--- src/design/tosac_pkg.sv ---
// Constants and carrier types of the one-shot and capture timer.
// Assumes a 3-bit word address and 16-bit data on the register port.
package tosac_pkg;
  // Register word offsets
  localparam logic [2:0] OFF_CTRL0 = 3'h0;
  localparam logic [2:0] OFF_CTRL1 = 3'h1;
  localparam logic [2:0] OFF_COUNT = 3'h2;
  localparam logic [2:0] OFF_CMPA = 3'h3;
  localparam logic [2:0] OFF_STAT = 3'h4;
  localparam logic [2:0] OFF_CLR = 3'h5;
  localparam logic [2:0] OFF_IEN = 3'h6;
  // Control word 0 fields
  localparam int C0_RUN = 0;
  localparam int C0_PER = 1;
  localparam int C0_CLK = 4;
  // Control word 1 fields
  localparam int C1_MODE = 0;
  localparam int C1_PFN = 2;
  localparam int C1_OINIT = 4;
  localparam int C1_OPOL = 5;
  localparam int C1_SWAP = 6;
  localparam int C1_CLRSEL = 7;
  localparam int C1_CAPSEL = 8;
  localparam int C1_TFALL = 9;
  // Status bit positions
  localparam int ST_A = 0;
  localparam int ST_P = 1;
  // Mode and pin function codes
  localparam logic [1:0] MODE_CAPTURE = 2'h1;
  localparam logic [1:0] MODE_PULSE = 2'h2;
  localparam logic [1:0] PF_RISE = 2'h0;
  localparam logic [1:0] PF_FALL = 2'h1;
  localparam logic [1:0] PF_BOTH = 2'h2;
  localparam logic [1:0] PF_PULSE = 2'h3;
  // Counter limits and prescale masks
  localparam logic [9:0] CNT_MAX = 10'h3FF;
  localparam logic [3:0] DIV4_MASK = 4'h3;
  localparam logic [3:0] DIV16_MASK = 4'hF;
  localparam logic [15:0] RST_WORD = 16'h0000;

  typedef struct packed {
    logic wr;
    logic rd;
    logic [2:0] addr;
    logic [15:0] wdata;
  } tosac_bus_req_type;

  typedef struct packed {
    logic run;
    logic [2:0] period;
    logic [1:0] clk_sel;
    logic [1:0] mode;
    logic [1:0] pin_fn;
    logic out_init;
    logic out_pol;
    logic swap;
    logic clr_sel;
    logic cap_sel;
    logic trig_fall;
    logic [9:0] count;
    logic [9:0] cmp_a;
    logic [1:0] stat;
    logic [1:0] irq_en;
    logic [3:0] presc;
    logic trig_prev;
    logic cap_prev;
    logic timer_out;
    logic out_en;
    logic irq;
    logic [15:0] rd_data;
  } tosac_state_type;
endpackage : tosac_pkg

--- src/design/tosac_timer.sv ---
// One-shot pulse and capture timer with register port and interrupt.
// Assumes all pins synchronous to clk and a one-cycle strobe master.
// Function
// - Mode 10 with pin function 11 selects single pulse output.
// - Run bit rising starts counter and drives pulse leading edge.
// - Trigger pin active edge sets run bit in single pulse mode.
// - Software clearing run bit ends the pulse.
// - Compare A match clears run, stops counter, ends pulse, flags interrupt.
// - Single pulse counter returns to zero only when run rises.
// - Period compare, clear select and swap ignored in single pulse.
// - Mode 01 selects capture input operation.
// - Capture counter starts from zero when run bit rises.
// - Active capture edge copies counter into compare A, flags interrupt.
// - Capture counter keeps running until run bit falls.
// - Period match in capture resets counter and flags interrupt.
// - Zero period value lets counter run to full count.
// - Pin function 11 in capture mode disables captures only.
// - Capture pin watched even when shared pin drives out.
// - Capture ignores clear select, swap, initial level, polarity; no output.
`timescale 1ns/1ps
`default_nettype none
module tosac_timer (
  input wire logic clk,
  input wire logic rst_b,
  input wire tosac_pkg::tosac_bus_req_type bus_req,
  output logic [15:0] rd_data,
  input wire logic external_trigger_pin,
  input wire logic capture_pin_first,
  input wire logic capture_pin_second,
  output logic timer_out,
  output logic timer_out_en,
  output logic irq
);
  tosac_pkg::tosac_state_type st_q;
  tosac_pkg::tosac_state_type st_d;
  logic [1:0] rst_sync_q;
  logic rst_ok_b;
  logic tick;
  logic sp;
  logic cap;
  logic trig_edge;
  logic cap_lvl;
  logic cap_edge;
  logic count_en;
  logic match_a;
  logic per_match;
  logic wr_c0;
  logic wr_c1;
  logic wr_cmpa;
  logic wr_clr;
  logic [9:0] nxt;
  logic [15:0] w;

  // Reset released through two flops so the state sees a clean edge
  always_ff @(posedge clk or negedge rst_b) begin
    if (!rst_b) begin
      rst_sync_q <= 2'h0;
    end else begin
      rst_sync_q <= {rst_sync_q[0], 1'b1};
    end
  end
  assign rst_ok_b = rst_sync_q[1];

  // Next state of the whole timer
  always_comb begin
    st_d = st_q;
    w = bus_req.wdata;
    // Prescaler enable; code 3 stops the counter
    case (st_q.clk_sel)
      2'h0: begin
        tick = 1'b1;
      end
      2'h1: begin
        tick = (st_q.presc & tosac_pkg::DIV4_MASK) == tosac_pkg::DIV4_MASK;
      end
      2'h2: begin
        tick = st_q.presc == tosac_pkg::DIV16_MASK;
      end
      default: begin
        tick = 1'b0;
      end
    endcase
    st_d.presc = st_q.presc + 4'h1;
    sp = st_q.mode == tosac_pkg::MODE_PULSE && st_q.pin_fn == tosac_pkg::PF_PULSE;
    cap = st_q.mode == tosac_pkg::MODE_CAPTURE;
    trig_edge = st_q.trig_fall ? (st_q.trig_prev & ~external_trigger_pin)
                               : (~st_q.trig_prev & external_trigger_pin);
    // Pin level read directly, so self-driven transitions also capture
    cap_lvl = st_q.cap_sel ? capture_pin_second : capture_pin_first;
    case (st_q.pin_fn)
      tosac_pkg::PF_RISE: begin
        cap_edge = cap_lvl & ~st_q.cap_prev;
      end
      tosac_pkg::PF_FALL: begin
        cap_edge = ~cap_lvl & st_q.cap_prev;
      end
      tosac_pkg::PF_BOTH: begin
        cap_edge = cap_lvl ^ st_q.cap_prev;
      end
      default: begin
        cap_edge = 1'b0;
      end
    endcase
    st_d.trig_prev = external_trigger_pin;
    st_d.cap_prev = cap_lvl;
    count_en = st_q.run && tick;
    nxt = st_q.count + 10'h001;
    match_a = sp && count_en && st_q.count == st_q.cmp_a;
    // Period gives the top three bits of the wrap point, low seven bits zero; zero means full range
    if (st_q.period == 3'h0) begin
      per_match = cap && count_en && st_q.count == tosac_pkg::CNT_MAX;
    end else begin
      per_match = cap && count_en && nxt[9:7] == st_q.period && nxt[6:0] == 7'h00;
    end
    // Register port writes
    wr_c0 = bus_req.wr && bus_req.addr == tosac_pkg::OFF_CTRL0;
    wr_c1 = bus_req.wr && bus_req.addr == tosac_pkg::OFF_CTRL1;
    wr_cmpa = bus_req.wr && bus_req.addr == tosac_pkg::OFF_CMPA;
    wr_clr = bus_req.wr && bus_req.addr == tosac_pkg::OFF_CLR;
    if (wr_c0) begin
      st_d.run = w[tosac_pkg::C0_RUN];
      st_d.period = w[tosac_pkg::C0_PER +: 3];
      st_d.clk_sel = w[tosac_pkg::C0_CLK +: 2];
    end
    if (wr_c1) begin
      st_d.mode = w[tosac_pkg::C1_MODE +: 2];
      st_d.pin_fn = w[tosac_pkg::C1_PFN +: 2];
      st_d.out_init = w[tosac_pkg::C1_OINIT];
      st_d.out_pol = w[tosac_pkg::C1_OPOL];
      st_d.swap = w[tosac_pkg::C1_SWAP];
      st_d.clr_sel = w[tosac_pkg::C1_CLRSEL];
      st_d.cap_sel = w[tosac_pkg::C1_CAPSEL];
      st_d.trig_fall = w[tosac_pkg::C1_TFALL];
    end
    if (wr_cmpa) begin
      st_d.cmp_a = w[9:0];
    end
    if (bus_req.wr && bus_req.addr == tosac_pkg::OFF_IEN) begin
      st_d.irq_en = w[1:0];
    end
    // Counting; swap and clear select never enter here
    if (match_a) begin
      st_d.run = 1'b0;
    end else if (count_en && (sp || cap)) begin
      st_d.count = per_match ? 10'h000 : nxt;
    end
    // Trigger edge wins over any clear in the same cycle
    if (sp && trig_edge) begin
      st_d.run = 1'b1;
    end
    // Apart from a period match, only a rising run bit zeroes the counter
    if (!st_q.run && st_d.run) begin
      st_d.count = 10'h000;
    end
    // A capture beats a software write of compare A
    if (cap && cap_edge) begin
      st_d.cmp_a = st_q.count;
    end
    // Sticky flags: clear first so a same-cycle event survives
    if (wr_clr) begin
      st_d.stat = st_q.stat & ~w[1:0];
    end
    if (match_a || (cap && cap_edge)) begin
      st_d.stat[tosac_pkg::ST_A] = 1'b1;
    end
    if (per_match) begin
      st_d.stat[tosac_pkg::ST_P] = 1'b1;
    end
    st_d.irq = |(st_d.stat & st_d.irq_en);
    // Pulse pin from the next run bit; capture drives nothing
    st_d.out_en = st_d.mode == tosac_pkg::MODE_PULSE
                  && st_d.pin_fn == tosac_pkg::PF_PULSE;
    if (st_d.out_en) begin
      st_d.timer_out = (st_d.run ? st_d.out_init : ~st_d.out_init) ^ st_d.out_pol;
    end else begin
      st_d.timer_out = 1'b0;
    end
    // Read data stand one cycle only; unmapped reads give zero
    st_d.rd_data = tosac_pkg::RST_WORD;
    if (bus_req.rd) begin
      case (bus_req.addr)
        tosac_pkg::OFF_CTRL0: begin
          st_d.rd_data = {10'h000, st_q.clk_sel, st_q.period, st_q.run};
        end
        tosac_pkg::OFF_CTRL1: begin
          st_d.rd_data = {6'h00, st_q.trig_fall, st_q.cap_sel, st_q.clr_sel, st_q.swap,
                          st_q.out_pol, st_q.out_init, st_q.pin_fn, st_q.mode};
        end
        tosac_pkg::OFF_COUNT: begin
          st_d.rd_data = {6'h00, st_q.count};
        end
        tosac_pkg::OFF_CMPA: begin
          st_d.rd_data = {6'h00, st_q.cmp_a};
        end
        tosac_pkg::OFF_STAT: begin
          st_d.rd_data = {14'h0000, st_q.stat};
        end
        tosac_pkg::OFF_IEN: begin
          st_d.rd_data = {14'h0000, st_q.irq_en};
        end
        default: begin
          st_d.rd_data = tosac_pkg::RST_WORD;
        end
      endcase
    end
  end

  // State register
  always_ff @(posedge clk or negedge rst_ok_b) begin
    if (!rst_ok_b) begin
      st_q <= '0;
    end else begin
      st_q <= st_d;
    end
  end

  assign rd_data = st_q.rd_data;
  assign timer_out = st_q.timer_out;
  assign timer_out_en = st_q.out_en;
  assign irq = st_q.irq;

  function automatic logic timer_out_en_chk();
    return st_q.out_en;
  endfunction : timer_out_en_chk
endmodule : tosac_timer
`default_nettype wire

--- config.mk ---
export PLATFORM = sky130hd
export DESIGN_NAME = tosac_timer
export DESIGN_NICKNAME = d
export VERILOG_FILES = /design/src/design/tosac_pkg.sv /design/src/design/tosac_timer.sv
export SDC_FILE = /design/constraint.sdc
export NUM_CORES = 1
export LEC_CHECK = 0
export BUFFER_PORTS_ARGS = -buffer_cell sky130_fd_sc_hd__buf_2
export CAP_MARGIN = 0
export CORE_MARGIN = 2
export CORE_UTILIZATION = 50
export CTS_CLUSTER_SIZE = 16
export DETAILED_ROUTE_END_ITERATION = 12
export GPL_TIMING_DRIVEN = 0
export PLACE_DENSITY_LB_ADDON = 0.3
export SKIP_CTS_REPAIR_TIMING = 1
export SYNTH_ARGS = -nofsm -noshare
export SYNTH_HDL_FRONTEND = slang
export SYNTH_SLANG_ARGS = --single-unit
--- constraint.sdc ---
create_clock -name clk -period 2.37 [get_ports clk]
set_clock_uncertainty 0.2 [all_clocks]
set_input_delay 0.3555 -clock clk [delete_from_list [all_inputs] [get_ports clk]]
set_output_delay 0.3555 -clock clk [all_outputs]
set_load 0.01 [all_outputs]
==> flow_summary.toml <==
[drt]
routed_wirelength_mm = 8.87
drt-initial-drc-count = 216
vias_per_cell = 5.63
wl_per_cell_um = 17.5
drcViolationCount = 0
vias = 2855
ant_nets = 0
drtPass1Iterations = 5

[critical_path]
cpPeakStageDelay_ps = 410
start_kind = "flop"
r2r_start = "st_q[21]"
startpoint = "st_q[21]"
required_ps = 2430
slowest_stage = "dfrtp_1"
crit_type = "flop to flop"
cp-end-kind = "flop"
path_max_fanout = 4
crit_chain = "ha_4 > and4b_1 > o31a_1 > o21ai_2 > or2_0 > buf_4 > or4_4 > o211ai_1"
arrival_ps = 2450

[layout]
layout-drive-gt1-share = 0.350
layout_common_cells = "dfrtp_1 (56), buf_4 (37), buf_2 (36)"
stdcell_area_mm2 = 0.00429
final_common_cell = "dfrtp_1"
fin_cells = 507
syn2layout_area_growth_pct = 21.7
antennaDiodeCount = 0
final_nets = 437

[sta]
setup_viol_count_final = 1
fin_ws_ps = -18.7
layout_min_cycle_time_ps = 2390
period_share = 1.01
final_max_slew_viol_count = 0
timing.fmax_mhz = 419
hold_viol = 0
rsz0062_at_grt = "true"
hold_ws_ps = 49.1
tightest_slew_ps = 613
relSlewSlack = 0.589

[global_route]
overflow = 0
grt_util_all_layers = 0.239
antenna_found_initial = 0
grt_first_pass_wirelength_mm = 13.7
grt_pass1_vias = 2628
grt_max_degree = 37

[clock_tree]
htreeDepth = 3
cts.sinks = 61
cts_root_buffer = "clkbuf_8"
clk_path_buf_depth = 2
cts_tree = "done"
numCtsBuffers = 9
clock_latency_ps = 350
clk_pin_slew_ps = 70

[synth]
async_flop_share = 1.00
synth-main-ff-cell = "dfrtp_1"
ys_seq_area_frac = 0.432
synth_top_area_cell = "dfrtp_1"
synth-seq-cells = 61
synth_edf_count = 0
syn_avg_cell_area_um2 = 10.4
synth.area.top_cells = "dfrtp_1 (43%), mux2i_1 (7.1%), mux2_2 (5.4%)"
synthDistinctLibCells = 62
synthCells = 340
synth_top_area_share = 0.432
netlist_area_mm2 = 0.00353
yosysWarnings = 0

[placement]
io_buffers = 30
routabilityCongestion = 0.958
dp.cells = 472
dp_hpwl_mm = 6.22
place_area_mm2 = 0.00384

[outcome]
outcome = "finished with violations"
failed_checks = "negative setup slack"

[pwr]
vdd_drop_max_mv = 0.566
p_per_area_mw_per_mm2 = 837
power_leakage_nw = 2.01

[die]
num_rows = 30
core_mm2 = 0.00683
initial_core_util = 0.517
design.portCount = 45
die_y_um = 88.0
die-area_mm2 = 0.00775
die_w_um = 88.0

[min_path]
hold_class = "flop to asynchronous set/reset pin"

[flow_run]
drv_cap = 0
cells by family (layout without fill, tap and decap cells):
logic type,after synthesis,after routing,synth area share
adder cells (fa/ha/maj),5,5,0.0177
AO/OA/AOI/OAI,58,58,0.109
AND/OR/NAND/NOR,104,104,0.172
multiplexers,45,45,0.141
flip-flops,61,61,0.432
other,2,7,0.00213
buffers and inverters,46,112,0.0751
XOR/XNOR,19,19,0.0510
critical path, delay by kind of cell (launching register included):
kind | cells | cell delay, ps
AND/OR/NAND/NOR | 3 | 860
AO/OA/AOI/OAI | 3 | 530
flip-flops | 1 | 410
adder cells (fa/ha/maj) | 1 | 160
buffers and inverters | 1 | 150
state kept, by name, summed over array words and instances, names as in the netlist:
signal / cells
st_q: 46
rd_data: 10
rst_sync_q: 2
irq: 1
timer_out: 1
timer_out_en: 1
power by group:
part / internal (mW) / switching, mW
clock: 0.437 / 0.420
combinational: 0.621 / 0.619
sequential: 1.28 / 0.223
final timing paths:
kind / depth (start not counted) / slack [ps] / to
max: 8 / -20 / st_q[47]
min in group clk: 2 / 50 / st_q[51]
min reg2reg: 0 / 50 / timer_out
max in group asynchronous: 1 / 1330 / st_q[40]
min: 0 / 50 / timer_out
max reg2reg: 8 / -20 / st_q[47]
final cells by class:
class | instances | area (um2)
inverters | 11 | 41.3
fillers | 586 | 2540
repair buffers | 50 | 322
well taps | 96 | 120
flip-flops and latches | 61 | 1530
clock buffers | 13 | 159
clock inverters | 3 | 21.3
plain buffers | 35 | 239
multi-input cells | 238 | 1860
per-stage QoR:
stage,utilization,power [mW],TNS (ps),worst slack (ps)
after floorplan,-,2.24,0,2.85
final,0.629,3.60,-18.7,-18.7
after global placement,0.559,2.51,-21620,-332
after CTS,0.589,3.41,-2540,-320
after global routing,0.629,3.80,-427,-136
after detailed placement,0.562,2.55,-2520,-319
synth_stat cells, types with 4 or more instances:
library cell  instances
mux2i_1              25
o21ai_0              17
xor2_1                4
buf_4                22
a21o_1                4
mux2_2               17
nand3_1              10
xnor2_1              14
o21ai_1               5
nor2b_1               7
ha_1                  5
a21oi_1               4
nor2_1               11
a22oi_1               5
inv_1                11
nand2_1              23
o22ai_1               4
dfrtp_1              61
buf_2                 8
clkbuf_1              4
nor3_1                8
nand4_1               9
and2_1                4
layer usage:
layer	vias up	wire (um)	track usage
li1	1329	-	-
met1	1378	3830	0.330
met2	130	4210	0.355
met3	18	659	0.0726
met4	0	177	0.0950
met5	-	0	0
(Power assumes the default switching activity.)
